===== config.mk =====
export PLATFORM = sky130hd
export DESIGN_NAME = phy_strap_option_latch
export DESIGN_NICKNAME = d
export VERILOG_FILES = /design/src/inc/strap_pkg.sv /design/src/phy_strap_option_latch.sv
export SDC_FILE = /design/constraint.sdc
export NUM_CORES = 1
export LEC_CHECK = 0
export ABC_AREA = 1
export BUFFER_PORTS_ARGS = -buffer_cell sky130_fd_sc_hd__buf_4
export CAP_MARGIN = 20
export CORE_MARGIN = 2
export CORE_UTILIZATION = 43
export CTS_CLUSTER_DIAMETER = 150
export CTS_CLUSTER_SIZE = 30
export DETAILED_ROUTE_END_ITERATION = 7
export GPL_ROUTABILITY_DRIVEN = 0
export PLACE_DENSITY = 0.86
export SYNTH_ARGS = -nofsm -noshare
export SYNTH_HDL_FRONTEND = slang
export SYNTH_SLANG_ARGS = --single-unit

===== constraint.sdc =====
create_clock -name aclk -period 1.4 [get_ports aclk]
set_input_delay 0.07 -clock aclk [delete_from_list [all_inputs] [get_ports aclk]]
set_output_delay 0.07 -clock aclk [all_outputs]
set_load 0.02 [all_outputs]

===== src/inc/strap_pkg.sv =====
// package for the strap option latch: register map, field layout, reset values
// assumes a single 125 MHz clock domain and an AXI4-Lite master on the register side
package strap_pkg;
    localparam int ADDR_W = 8;
    localparam int DATA_W = 32;
    // register byte offsets
    localparam logic [ADDR_W-1:0] OFF_BASIC_CONTROL = 8'h00;
    localparam logic [ADDR_W-1:0] OFF_STRAP_STATUS = 8'h04;
    localparam logic [ADDR_W-1:0] OFF_BCAST_CONTROL = 8'h58;
    // basic control field
    localparam int BC_AUTONEG_BIT = 12;
    // broadcast control field
    localparam int BCC_UNIQUE_BIT = 9;
    // strap status layout
    localparam int SS_ADDR_LSB = 0;
    localparam int SS_BCAST_OFF_BIT = 5;
    localparam int SS_MODE_LSB = 8;
    localparam int SS_AUTONEG_BIT = 11;
    localparam int SS_ADDR0_UNIQUE_BIT = 12;
    localparam int SS_MODE_RESERVED_BIT = 13;
    // capture reset values (strap internal defaults), fixed upper address bits, mode codes and response codes
    localparam logic [2:0] ADDR_DEFAULT = 3'h1;
    localparam logic [1:0] ADDR_UPPER = 2'h0;
    localparam logic [2:0] MODE_MII = 3'h0;
    localparam logic [2:0] MODE_B2B = 3'h6;
    localparam logic AUTONEG_DEFAULT = 1'b1;
    localparam logic BCAST_OFF_DEFAULT = 1'b0;
    localparam logic [1:0] RESP_OKAY = 2'h0;
    localparam logic [1:0] RESP_SLVERR = 2'h2;

    typedef struct packed {
        logic [2:0] addr;
        logic bcast_off;
        logic [2:0] mode;
        logic autoneg;
    } strap_t;

    typedef struct packed {
        logic [4:0] mgmt_addr;
        logic addr0_unique;
        logic b2b_mode;
        logic mode_reserved;
        logic autoneg_en;
    } strap_cfg_t;
endpackage : strap_pkg


===== src/phy_strap_option_latch.sv =====
// strap option latch: captures board strap levels on reset release and exposes them
// assumes strap pins are asynchronous board levels and aresetn is the chip reset, synchronous
// Function
// - chip reset input is active low; low holds the whole block in reset
// - straps captured once at reset release; later pin changes are ignored
// - three address straps select address 0..7; default straps give address 1
// - upper management address bits [4:3] fixed at 00
// - address 0 broadcast by default; writing 1 to reg 16h bit 9 makes it unique
// - broadcast-disable strap high makes address 0 unique; low keeps broadcast
// - mode code 000 is MII, 110 is back-to-back; other codes reserved
// - autoneg strap high enables autoneg, low disables it
// - captured autoneg loaded into register 0h bit 12, software may override
`timescale 1ns/1ns
module phy_strap_option_latch
    import strap_pkg::*;
(
    input wire logic aclk,
    input wire logic aresetn,
    input wire logic mgmt_addr_strap_bit2,
    input wire logic mgmt_addr_strap_bit1,
    input wire logic mgmt_addr_strap_bit0,
    input wire logic broadcast_disable_strap,
    input wire logic [2:0] mode_strap,
    input wire logic autoneg_enable_strap,
    input wire logic [strap_pkg::ADDR_W-1:0] s_axi_awaddr,
    input wire logic s_axi_awvalid,
    output logic s_axi_awready,
    input wire logic [strap_pkg::DATA_W-1:0] s_axi_wdata,
    input wire logic [3:0] s_axi_wstrb,
    input wire logic s_axi_wvalid,
    output logic s_axi_wready,
    output logic [1:0] s_axi_bresp,
    output logic s_axi_bvalid,
    input wire logic s_axi_bready,
    input wire logic [strap_pkg::ADDR_W-1:0] s_axi_araddr,
    input wire logic s_axi_arvalid,
    output logic s_axi_arready,
    output logic [strap_pkg::DATA_W-1:0] s_axi_rdata,
    output logic [1:0] s_axi_rresp,
    output logic s_axi_rvalid,
    input wire logic s_axi_rready,
    output strap_pkg::strap_cfg_t cfg,
    output logic cfg_valid
);
    import strap_pkg::*;

    strap_t sync1;
    strap_t sync2;
    strap_t cap;
    logic captured;
    logic autoneg_ctl;
    logic addr0_unique_sw;
    logic [ADDR_W-1:0] awaddr_q;
    logic aw_held;
    logic [DATA_W-1:0] wdata_q;
    logic [3:0] wstrb_q;
    logic w_held;
    strap_cfg_t next_cfg;

    function automatic logic mode_is_reserved(input logic [2:0] m);
        return (m != MODE_MII) && (m != MODE_B2B);
    endfunction : mode_is_reserved

    // register decode shared by the write response and the read response; write side effects compare offsets directly
    function automatic logic is_writable(input logic [ADDR_W-1:0] a);
        return (a == OFF_BASIC_CONTROL) || (a == OFF_BCAST_CONTROL);
    endfunction : is_writable

    function automatic logic is_mapped(input logic [ADDR_W-1:0] a);
        return is_writable(a) || (a == OFF_STRAP_STATUS);
    endfunction : is_mapped

    // status word: raw captured levels beside the effective settings they produce,
    // so software can tell a strap choice from a later register override
    function automatic logic [DATA_W-1:0] status_word(
        input strap_t c,
        input strap_cfg_t e
    );
        logic [DATA_W-1:0] w;
        w = '0;
        w[SS_ADDR_LSB +: 5] = e.mgmt_addr;
        w[SS_BCAST_OFF_BIT] = c.bcast_off;
        w[SS_MODE_LSB +: 3] = c.mode;
        w[SS_AUTONEG_BIT] = c.autoneg;
        w[SS_ADDR0_UNIQUE_BIT] = e.addr0_unique;
        w[SS_MODE_RESERVED_BIT] = e.mode_reserved;
        return w;
    endfunction : status_word

    // two-flop synchroniser for the strap pins
    always_ff @(posedge aclk) begin
        if (!aresetn) begin
            sync1 <= '0;
            sync2 <= '0;
        end else begin
            sync1 <= {mgmt_addr_strap_bit2, mgmt_addr_strap_bit1, mgmt_addr_strap_bit0,
                      broadcast_disable_strap, mode_strap, autoneg_enable_strap};
            sync2 <= sync1;
        end
    end

    // capture sequencer: the second synchroniser stage is valid only two edges after
    // release, so the first two edges are spent filling it; the third takes the sample
    typedef enum logic [1:0] {FILL_FIRST, FILL_SECOND, TAKE_SAMPLE, HOLD_CAPTURE} cap_state_t;
    cap_state_t cap_state;
    logic take;
    assign take = (cap_state == TAKE_SAMPLE);

    always_ff @(posedge aclk) begin
        if (!aresetn) begin
            cap_state <= FILL_FIRST;
        end else begin
            unique case (cap_state)
                FILL_FIRST: cap_state <= FILL_SECOND;
                FILL_SECOND: cap_state <= TAKE_SAMPLE;
                TAKE_SAMPLE: cap_state <= HOLD_CAPTURE;
                HOLD_CAPTURE: cap_state <= HOLD_CAPTURE;
            endcase
        end
    end

    always_ff @(posedge aclk) begin
        if (!aresetn) begin
            captured <= 1'b0;
        end else if (take) begin
            captured <= 1'b1;
        end
    end

    // only reset reopens the capture; pins wiggling later never reach cap
    always_ff @(posedge aclk) begin
        if (!aresetn) begin
            cap <= '{addr: ADDR_DEFAULT, bcast_off: BCAST_OFF_DEFAULT,
                     mode: MODE_MII, autoneg: AUTONEG_DEFAULT};
        end else if (take) begin
            cap <= sync2;
        end
    end

    always_comb begin
        next_cfg.mgmt_addr = {ADDR_UPPER, cap.addr};
        next_cfg.addr0_unique = cap.bcast_off | addr0_unique_sw;
        next_cfg.b2b_mode = (cap.mode == MODE_B2B);
        next_cfg.mode_reserved = mode_is_reserved(cap.mode);
        next_cfg.autoneg_en = autoneg_ctl;
    end

    always_ff @(posedge aclk) begin
        if (!aresetn) begin
            cfg <= '0;
            cfg_valid <= 1'b0;
        end else begin
            cfg <= next_cfg;
            cfg_valid <= captured;
        end
    end

    // write channel: address and data accepted in either order
    logic wr_fire;
    assign wr_fire = aw_held && w_held && !s_axi_bvalid;

    always_ff @(posedge aclk) begin
        if (!aresetn) begin
            aw_held <= 1'b0;
            awaddr_q <= '0;
        end else if (s_axi_awvalid && s_axi_awready) begin
            aw_held <= 1'b1;
            awaddr_q <= s_axi_awaddr;
        end else if (wr_fire) begin
            aw_held <= 1'b0;
        end
    end

    always_ff @(posedge aclk) begin
        if (!aresetn) begin
            w_held <= 1'b0;
            wdata_q <= '0;
            wstrb_q <= 4'h0;
        end else if (s_axi_wvalid && s_axi_wready) begin
            w_held <= 1'b1;
            wdata_q <= s_axi_wdata;
            wstrb_q <= s_axi_wstrb;
        end else if (wr_fire) begin
            w_held <= 1'b0;
        end
    end

    always_ff @(posedge aclk) begin
        if (!aresetn) begin
            s_axi_awready <= 1'b0;
            s_axi_wready <= 1'b0;
        end else begin
            s_axi_awready <= !aw_held && !(s_axi_awvalid && s_axi_awready) && !s_axi_bvalid;
            s_axi_wready <= !w_held && !(s_axi_wvalid && s_axi_wready) && !s_axi_bvalid;
        end
    end

    always_ff @(posedge aclk) begin
        if (!aresetn) begin
            s_axi_bvalid <= 1'b0;
            s_axi_bresp <= RESP_OKAY;
        end else if (wr_fire) begin
            s_axi_bvalid <= 1'b1;
            // unmapped writes are answered but change nothing
            s_axi_bresp <= is_writable(awaddr_q) ? RESP_OKAY : RESP_SLVERR;
        end else if (s_axi_bready) begin
            s_axi_bvalid <= 1'b0;
        end
    end

    // autoneg control bit: loaded from the strap at capture, software may override afterwards
    always_ff @(posedge aclk) begin
        if (!aresetn) begin
            autoneg_ctl <= AUTONEG_DEFAULT;
        end else if (take) begin
            autoneg_ctl <= sync2.autoneg;
        end else if (wr_fire && awaddr_q == OFF_BASIC_CONTROL && wstrb_q[1]) begin
            autoneg_ctl <= wdata_q[BC_AUTONEG_BIT];
        end
    end

    always_ff @(posedge aclk) begin
        if (!aresetn) begin
            addr0_unique_sw <= 1'b0;
        end else if (wr_fire && awaddr_q == OFF_BCAST_CONTROL && wstrb_q[1]) begin
            addr0_unique_sw <= wdata_q[BCC_UNIQUE_BIT];
        end
    end

    // read channel: one read at a time, answered one edge after the address handshake
    logic [DATA_W-1:0] next_rdata;

    always_comb begin
        next_rdata = '0;
        unique case (s_axi_araddr)
            OFF_BASIC_CONTROL: next_rdata[BC_AUTONEG_BIT] = autoneg_ctl;
            OFF_BCAST_CONTROL: next_rdata[BCC_UNIQUE_BIT] = addr0_unique_sw;
            OFF_STRAP_STATUS: next_rdata = status_word(cap, next_cfg);
            default: next_rdata = '0;
        endcase
    end

    // arready drops for the handshake edge and while an answer waits, so no read is lost
    always_ff @(posedge aclk) begin
        if (!aresetn) begin
            s_axi_arready <= 1'b0;
        end else begin
            s_axi_arready <= !s_axi_rvalid && !(s_axi_arvalid && s_axi_arready);
        end
    end

    always_ff @(posedge aclk) begin
        if (!aresetn) begin
            s_axi_rvalid <= 1'b0;
        end else if (s_axi_arvalid && s_axi_arready) begin
            s_axi_rvalid <= 1'b1;
        end else if (s_axi_rready) begin
            s_axi_rvalid <= 1'b0;
        end
    end

    // data and response are loaded only at the handshake and stand until rready
    always_ff @(posedge aclk) begin
        if (!aresetn) begin
            s_axi_rdata <= '0;
            s_axi_rresp <= RESP_OKAY;
        end else if (s_axi_arvalid && s_axi_arready) begin
            s_axi_rdata <= next_rdata;
            s_axi_rresp <= is_mapped(s_axi_araddr) ? RESP_OKAY : RESP_SLVERR;
        end
    end
endmodule : phy_strap_option_latch

==> impl_metrics.toml, run 1 <==
[global_route]
antenna_found_initial = 0
grt_overflow = 0
grt_pass1_vias = 2015
grt_max_degree = 31
grt_pass1_wl_mm = 8.369
grt_util_all_layers_pct = 16.72

[worst_setup_path]
crit_type = "reg2reg"
r2r_slack_ns = 0.28
cp_common_cell = "nor2_1"
regToRegEndpoint = "awaddr_q[5]"
critPathLaunch = "s_axi_awready"
cp_num_cells = 4
rr_startpoint = "s_axi_awready"
path_max_fanout = 11
cp-start-kind = "flip-flop"
cp_top_family = "simple AND/OR/NAND/NOR gates"
worstPathRequired_ns = 1.62
arrival_ns = 1.34
path_cells = "nand2_1 > inv_1 > nor2_1 > nor2_1"
worst_path_max_delay_cell = "dfxtp_1"
crit_buf_inv = 1
cp-end-kind = "flip-flop"
max_stage_delay_ns = 0.31
cp-endpoint = "awaddr_q[5]"
worstRegToRegCells = 4

[die]
start_util_pct = 44.39
rows = 28
die-area_um2 = 6715
boundaryPins = 118
die_w_um = 81.95
die_h_um = 81.95
core_area_um2 = 5886

[power_and_ir_drop]
powerDensity_nw_per_um2 = 1255
finalPower_mw = 4.220
power.leakage_nw = 1.707
max-vdd-ir-drop_mv = 0.5253

[outcome]
outcome = "complete, no violations"

[logic_synthesis]
netlist.area_leader.share_pct = 51.34
ys.flop_type = "dfxtp_1"
synth_seq_cells = 67
yosysTopAreaCell = "dfxtp_1"
synth_edf_count = 0
yosysMostFrequentCell = "dfxtp_1"
synth_common_cells = "67 x dfxtp_1, 57 x nand2_1, 46 x nor2_1"
synth_cell_type_count = 23
avgSynthCellArea_um2 = 7.941
yosys_warnings = 0
async_flop_share_pct = 0
syn-instance-count = 329
ys_seq_area_share_pct = 51.34
synth_area_um2 = 2613
synth.area.top_cells = "dfxtp_1 51%, nand2_1 8.2%, buf_4 8.0%"

[routing]
drt-pass1-iter-count = 4
ant_nets = 0
viasPerCell = 4.383
drc = 0
vias = 2130
drtIter0Drc = 131
routedWlPerCell_um = 10.63
routed_wl_mm = 5.168

[clock_network]
clockBufferDepth = 2
clk_transition_reported_paths_ns = 0.07
numCtsBuffers = 9
h-tree-depth = 3
cts_tree = "done"
cts_num_sinks = 67
insertion_delay_ns = 0.34
cts_root_buf = "clkbuf_8"

[sta]
finalMaxSlewViolations = 0
fmax_mhz = 891.7
period_minus_slack_ns = 1.121
rsz0062_at_grt = "no"
skew_ns = 0.01018
setup_viol = 0
setup_ws_ns = 0.2786
hold_violations = 0
fin_crit_sh_pct = 80.10
tns_ns = 0

[layout]
diodes = 0
drive_gt1_share_pct = 23.11
design_area_um2 = 3362
final_util_pct = 57.12
syn2layout_area_growth_pct = 28.69
final_nets = 473

[place]
place_hpwl_mm = 3.621
dpl-instance-area_um2 = 2997
numPortBuffers = 58
place_ws_ns = 0.2940

[flow_run]
drv_cap = 0

[hold_path]
hp-class = "in2reg"
[layer usage]
| layer | share of wire, % | GRT usage, % | wire length (µm) | up-vias |
|---|---|---|---|---|
| li1 | - | - | - | 1111 |
| met1 | 39 | 16.38 | 2037 | 931 |
| met2 | 51 | 30.24 | 2638 | 75 |
| met3 | 6.8 | 4.945 | 354 | 13 |
| met4 | 2.7 | 11.00 | 138 | 0 |
| met5 | 0 | 0 | 0 | - |
[power breakdown]
group / total [mW] / switching [mW] / internal (mW) / leakage, nW
clock network: 1.61 / 0.686 / 0.924 / 0.0998
logic: 0.534 / 0.315 / 0.219 / 1.06
registers: 2.08 / 0.0570 / 2.02 / 0.551
total: 4.22 / 1.06 / 3.16 / 1.71
[through the flow]
step	hold WS, ns	cells
3_3_place_gp	0.2555	454
4_1_cts	0.003853	486
6_report	0.02192	486
2_1_floorplan	0.1676	354
5_1_grt	0.02373	486
3_5_place_dp	0.2578	454
[how the worst min path moves through the flow]
stage | cells past startpoint | to | from
2_1_floorplan | 2 | sync1[0] | autoneg_enable_strap
3_3_place_gp | 3 | sync1[7] | mgmt_addr_strap_bit2
3_5_place_dp | 3 | sync1[0] | autoneg_enable_strap
4_1_cts | 3 | awaddr_q[6] | s_axi_awaddr[6]
5_1_grt | 3 | awaddr_q[4] | s_axi_awaddr[4]
6_report | 3 | awaddr_q[4] | s_axi_awaddr[4]
[registers in the layout (all words and copies together) (netlist names), 2 cells and up]
register,count
sync2,8
cap_state,2
sync1,8
awaddr_q,8
wdata_q,2
s_axi_rdata,10
cap,8
cfg,7
[kinds of logic (layout without fill, tap and decap cells)]
| group | count (synthesis) | in the layout | share of synthesized area [%] |
|---|---|---|---|
| buffers and inverters | 85 | 142 | 17.05 |
| other | 1 | 26 | 0.1435 |
| and+or+nand+nor | 136 | 136 | 23.28 |
| AOI/OAI and AO/OA | 40 | 40 | 8.189 |
| DFF | 67 | 67 | 51.34 |
[placed cells by master (no fill, tap or decap), drive strengths merged, types with 2 or more instances in the layout]
| cell | count |
|---|---|
| a21oi | 14 |
| buf | 61 |
| clkbuf | 13 |
| conb | 26 |
| dfxtp | 67 |
| dlygate4sd3 | 16 |
| inv | 49 |
| nand2 | 57 |
| nand3 | 22 |
| nand3b | 2 |
| nor2 | 51 |
| nor3 | 2 |
| nor4 | 2 |
| o21ai | 24 |
[worst register-to-register path: stages, from the launching register on]
cell	delay, ns
dfxtp_1	0.31
nand2_1	0.24
inv_1	0.22
nor2_1	0.16
nor2_1	0.07
[final cells by class]
class | instances | area [µm²]
clock buffers | 13 | 158.9
clock inverters | 3 | 46.29
fillers | 542 | 2524
inverters | 49 | 183.9
multi-input cells | 202 | 919.6
flip-flops and latches | 67 | 1341
well taps | 75 | 93.84
repair buffers | 77 | 618.1
[timing repair]
item / 4_1_cts / 5_1_grt
buffers inserted: 0 / 0
hold endpoints to repair: 16 / 0
hold buffers: 16 / 0
resized for setup: 0 / 0
Note: power is estimated with default switching activity, not from simulation.
==> run 2: changes to the inputs <==
--- a/config.mk
+++ b/config.mk
@@ -9,12 +9,12 @@
 export BUFFER_PORTS_ARGS = -buffer_cell sky130_fd_sc_hd__buf_4
 export CAP_MARGIN = 20
 export CORE_MARGIN = 2
-export CORE_UTILIZATION = 43
+export CORE_UTILIZATION = 42
 export CTS_CLUSTER_DIAMETER = 150
 export CTS_CLUSTER_SIZE = 30
 export DETAILED_ROUTE_END_ITERATION = 7
 export GPL_ROUTABILITY_DRIVEN = 0
-export PLACE_DENSITY = 0.86
+export PLACE_DENSITY = 0.88
 export SYNTH_ARGS = -nofsm -noshare
 export SYNTH_HDL_FRONTEND = slang
 export SYNTH_SLANG_ARGS = --single-unit
==> constraint.sdc (replaced) <==
create_clock -name aclk -period 1 [get_ports aclk]
set_input_delay 0.05 -clock aclk [delete_from_list [all_inputs] [get_ports aclk]]
set_output_delay 0.05 -clock aclk [all_outputs]
set_load 0.02 [all_outputs]
==> impl_metrics.toml, run 2 (synthesized netlist as in run 1, its figures left out) <==
[layout]
mostFrequentLayoutCells = "66 x buf_4, 59 x dfxtp_1, 54 x nand2_1, 41 x nor2_1, 36 x inv_1"
final_common_cell = "buf_4"
final_util_pct = 59.58
final_cells = 499
drive_gt1_share_pct = 30.19
diodes = 0
syn2layout_area_growth_pct = 35.82
largest_reg_flops = 10
top_register = "s_axi_rdata"
fill_cells = 531
final_nets = 486

[flow_run]
drv_cap = 0

[worst_setup_path]
regToRegEndpoint = "cap[4]"
path_cells = "inv_2 > nor2_4 > clkinv_4 > nor2_4 > inv_2 > a21oi_2"
cp-end-kind = "flip-flop"
worstPathRequired_ns = 1.28
arrival_ns = 1.30
worstRegToRegCells = 6
cp_top_family = "flip-flops"
max_stage_delay_ns = 0.33
cp-start-kind = "flip-flop"
rr_startpoint = "cap_state[1]"
crit_type = "reg2reg"
r2r_slack_ns = -0.02
crit_buf_inv = 3
path_max_fanout = 6
worst_path_max_delay_cell = "dfxtp_2"

[global_route]
use_met2_pct = 28.37
grt_busiest_layer = "met2"
grt_use_met1_pct = 17.75
grt_util_all_layers_pct = 16.32
grt_pass1_wl_mm = 9.170
antenna_found_initial = 0
grt_max_degree = 20
use_met3_pct = 5.765
grt_pass1_vias = 2097
grt_overflow = 0

[hold_path]
whs_path_depth = 3
worstHoldStart = "aresetn"
min_to = "sync2[1]"
hp-class = "in2reg"

[routing]
ant_nets = 0
viasPerCell = 4.495
vias = 2243
drc = 0
routedWlPerCell_um = 11.03
drt-pass1-iter-count = 4
drtIter0Drc = 106
routed_wl_mm = 5.505

[sta]
period_minus_slack_ns = 1.021
fmax_mhz = 979.1
fin_crit_sh_pct = 102.1
hold_violations = 0
tns_ns = -0.07080
rsz0062_at_grt = "yes"
finalMaxSlewViolations = 0
skew_ns = 0.006370
setup_ws_ns = -0.02132
setup_viol = 5

[clock_network]
clk_transition_reported_paths_ns = 0.07
cts_num_sinks = 67
numCtsBuffers = 9
h-tree-depth = 3
cts_root_buf = "clkbuf_8"
cts_tree = "done"
clockBufferDepth = 2
insertion_delay_ns = 0.34

[die]
boundaryPins = 118
die_h_um = 82.87
start_util_pct = 43.87
rows = 28
core_area_um2 = 5956
die_w_um = 82.87
die-area_um2 = 6867

[outcome]
failed_checks = "setup timing"
outcome = "finished, violations left"

[power_and_ir_drop]
power.leakage_nw = 1.774
powerDensity_nw_per_um2 = 1676
max-vdd-ir-drop_mv = 0.8773

[place]
dp.cells = 460
numPortBuffers = 58
place_hpwl_mm = 3.874
==> run 2: changes by cell type in the layout (fill, tap and decap cells not counted), sizes merged <==
cell / delta
buf: +8
clkbuf: -1
clkinv: +1
clkinvlp: +1
dlygate4sd3: +4
==> run 2: what timing repair did <==
item	4_1_cts	5_1_grt
setup endpoints to repair	17	21
buffers inserted	1	1
gates cloned	0	1
endpoints found under the hold margin	19	0
pin swaps	5	5
hold buffers	20	0
gates resized for setup	10	23
==> run 2: power breakdown <==
| part | internal [mW] | switching (mW) |
|---|---|---|
| combinational | 0.364 | 0.485 |
| sequential | 2.83 | 0.0861 |
| clock | 1.22 | 0.965 |
==> run 2: worst reg2reg max path, stage by stage (launching register included) <==
cell	delay (ns)
dfxtp_2	0.33
inv_2	0.05
nor2_4	0.15
clkinv_4	0.11
nor2_4	0.14
inv_2	0.07
a21oi_2	0.11
==> run 2: worst max path at each step <==
| stage | startpoint | endpoint | cells past startpoint |
|---|---|---|---|
| after floorplan | s_axi_arready | s_axi_rresp[1] | 7 |
| after global routing | cap_state[1] | autoneg_ctl | 7 |
| after detailed placement | s_axi_awready | awaddr_q[4] | 4 |
| after CTS | awaddr_q[1] | autoneg_ctl | 6 |
| after global placement | s_axi_awready | awaddr_q[6] | 4 |
| final | cap_state[1] | cap[4] | 6 |
==> run 2: cell type report <==
type	instances	area (µm²)	area share [%]
Tap cell	75	93.84	2.645
Multi-Input combinational cell	202	972.2	27.40
Inverter	49	191.4	5.395
Clock buffer	12	145.1	4.090
Timing Repair Buffer	89	738.2	20.80
Clock inverter	4	50.05	1.410
Sequential cell	67	1351	38.08
Timing Repair inverter	1	6.256	0.1763
==> run 2: layer usage <==
metal  up-vias  share of wire (%)
li1       1139                  -
met1      1026                 40
met2        66                 52
met3        12                5.4
met4         0                2.3
met5         -                  0
==> run 2: stage by stage <==
stage	power (mW)	worst slack, ns	hold WS (ns)	cell area [µm²]
after floorplan	3.498	-0.01113	0.1476	2709
after global placement	3.649	-0.01816	0.2328	3044
after detailed placement	3.682	-0.1652	0.2370	3044
final	5.948	-0.02132	0.001118	3548
after global routing	6.220	-0.08209	0.001362	3548
after CTS	5.927	-0.002532	-0.008932	3468
==> run 3: changes to the inputs <==
--- a/config.mk
+++ b/config.mk
@@ -18,3 +18,4 @@
 export SYNTH_ARGS = -nofsm -noshare
 export SYNTH_HDL_FRONTEND = slang
 export SYNTH_SLANG_ARGS = --single-unit
+export TNS_END_PERCENT = 50
==> constraint.sdc (replaced) <==
create_clock -name aclk -period 1 [get_ports aclk]
set_input_delay 0.05 -clock aclk [delete_from_list [all_inputs] [get_ports aclk]]
set_output_delay 0.05 -clock aclk [all_outputs]
set_load 0.01 [all_outputs]
==> impl_metrics.toml, run 3 (synthesized netlist as in run 1, its figures left out) <==
[die]
die_h_um = 82.87
core_area_um2 = 5956
die_w_um = 82.87
start_util_pct = 43.87
die-area_um2 = 6867
rows = 28
boundaryPins = 118

[layout]
final_cells = 495
top_register = "s_axi_rdata"
syn2layout_area_growth_pct = 33.72
final_util_pct = 58.66
diodes = 0
design_area_um2 = 3493
final_nets = 482
final_common_cell = "buf_4"
mostFrequentLayoutCells = "68 x buf_4, 60 x dfxtp_1, 55 x nand2_1, 39 x nor2_1, 37 x inv_1"
drive_gt1_share_pct = 30.71
largest_reg_flops = 10

[sta]
period_minus_slack_ns = 1.045
skew_ns = 0.007321
setup_ws_ns = -0.04481
hold_ws_ns = 0.01105
rsz0062_at_grt = "yes"
tns_ns = -0.09874
finalMaxSlewViolations = 0
fmax_mhz = 957.1
hold_violations = 0
fin_crit_sh_pct = 104.5
setup_viol = 5

[worst_setup_path]
path_max_fanout = 3
cp-end-kind = "flip-flop"
cp_top_family = "simple AND/OR/NAND/NOR gates"
rr_startpoint = "awaddr_q[5]"
regToRegEndpoint = "addr0_unique_sw"
crit_buf_inv = 0
crit_type = "reg2reg"
max_stage_delay_ns = 0.34
cp-start-kind = "flip-flop"
worst_path_max_delay_cell = "dfxtp_2"
worstRegToRegCells = 6
path_cells = "nor2_2 > nand3_2 > nor2_4 > nand3b_1 > nand2_1 > nor2_1"
worstPathRequired_ns = 1.22
arrival_ns = 1.27
r2r_slack_ns = -0.04

[flow_run]
drv_cap = 0

[place]
numPortBuffers = 58
dpl-instance-area_um2 = 3049
dp.cells = 461
place_hpwl_mm = 3.730
place_ws_ns = -0.02488

[routing]
ant_nets = 0
viasPerCell = 4.451
drtIter0Drc = 121
drt-pass1-iter-count = 5
drc = 0
routed_wl_mm = 5.670
vias = 2203
routedWlPerCell_um = 11.45

[global_route]
antenna_found_initial = 0
grt_pass1_wl_mm = 8.845
grt_pass1_vias = 2089
grt_util_all_layers_pct = 15.79
grt_max_degree = 20
grt_overflow = 0

[hold_path]
worstHoldStart = "aresetn"
min_to = "sync2[5]"
whs_path_depth = 3
hp-class = "in2reg"

[outcome]
failed_checks = "setup timing"
outcome = "finished, violations left"

[power_and_ir_drop]
finalPower_mw = 5.839
powerDensity_nw_per_um2 = 1672
max-vdd-ir-drop_mv = 0.9470
power.leakage_nw = 1.755

[clock_network]
cts_root_buf = "clkbuf_8"
clockBufferDepth = 2
cts_num_sinks = 67
h-tree-depth = 3
cts_tree = "done"
clk_transition_reported_paths_ns = 0.07
numCtsBuffers = 9
insertion_delay_ns = 0.34
[run 3: cell count changes in the layout (fill, tap and decap cells not counted), moves of 2 or more]
cell / delta
inv_6: +2
o21ai_2: +2
buf_4: +2
dlygate4sd3_1: -3
nand3_2: +2
nor2_1: -2
o21ai_0: -3
inv_4: -2
[run 3: where the power goes]
part | internal (mW) | switching (mW) | total [mW] | leakage [nW]
clock | 1.16 | 1.01 | 2.16 | 0.0966
sequential | 2.83 | 0.0867 | 2.92 | 0.553
combinational | 0.347 | 0.411 | 0.758 | 1.10
[run 3: worst min-delay path: stages]
cell and delay (ns):
buf_4 0.17, nand2_1 0.06, inv_1 0.04
[run 3: cell type report]
class | count | area, µm²
Timing Repair Buffer | 86 | 691.9
Clock inverter | 6 | 65.06
Fill cell | 498 | 2462
Tap cell | 75 | 93.84
Multi-Input combinational cell | 202 | 975.9
Clock buffer | 10 | 127.6
Sequential cell | 67 | 1350
Inverter | 49 | 188.9
[run 3: repair_timing]
item	CTS	global route
hold buffers	17	0
setup endpoints to repair	7	18
setup buffers	0	1
pin swaps	1	8
hold endpoints to repair	17	0
gates resized for setup	5	30
[run 3: worst max-delay path by stage]
stage / end / slack, ns / depth (start not counted) / startpoint
CTS: autoneg_ctl / 0.0002 / 6 / awaddr_q[0]
global placement: s_axi_bresp[1] / 0.0009 / 6 / awaddr_q[0]
global route: addr0_unique_sw / -0.1 / 7 / awaddr_q[3]
floorplan: s_axi_rresp[1] / 0.001 / 7 / s_axi_arready
detailed placement: addr0_unique_sw / -0.02 / 6 / awaddr_q[0]
finish: addr0_unique_sw / -0.04 / 6 / awaddr_q[5]
[run 3: routing by layer]
metal	part of all wire, %	track usage (%)
met5	0	0
met4	2.7	9.389
met3	6.3	5.169
met2	50	27.13
met1	41	16.80
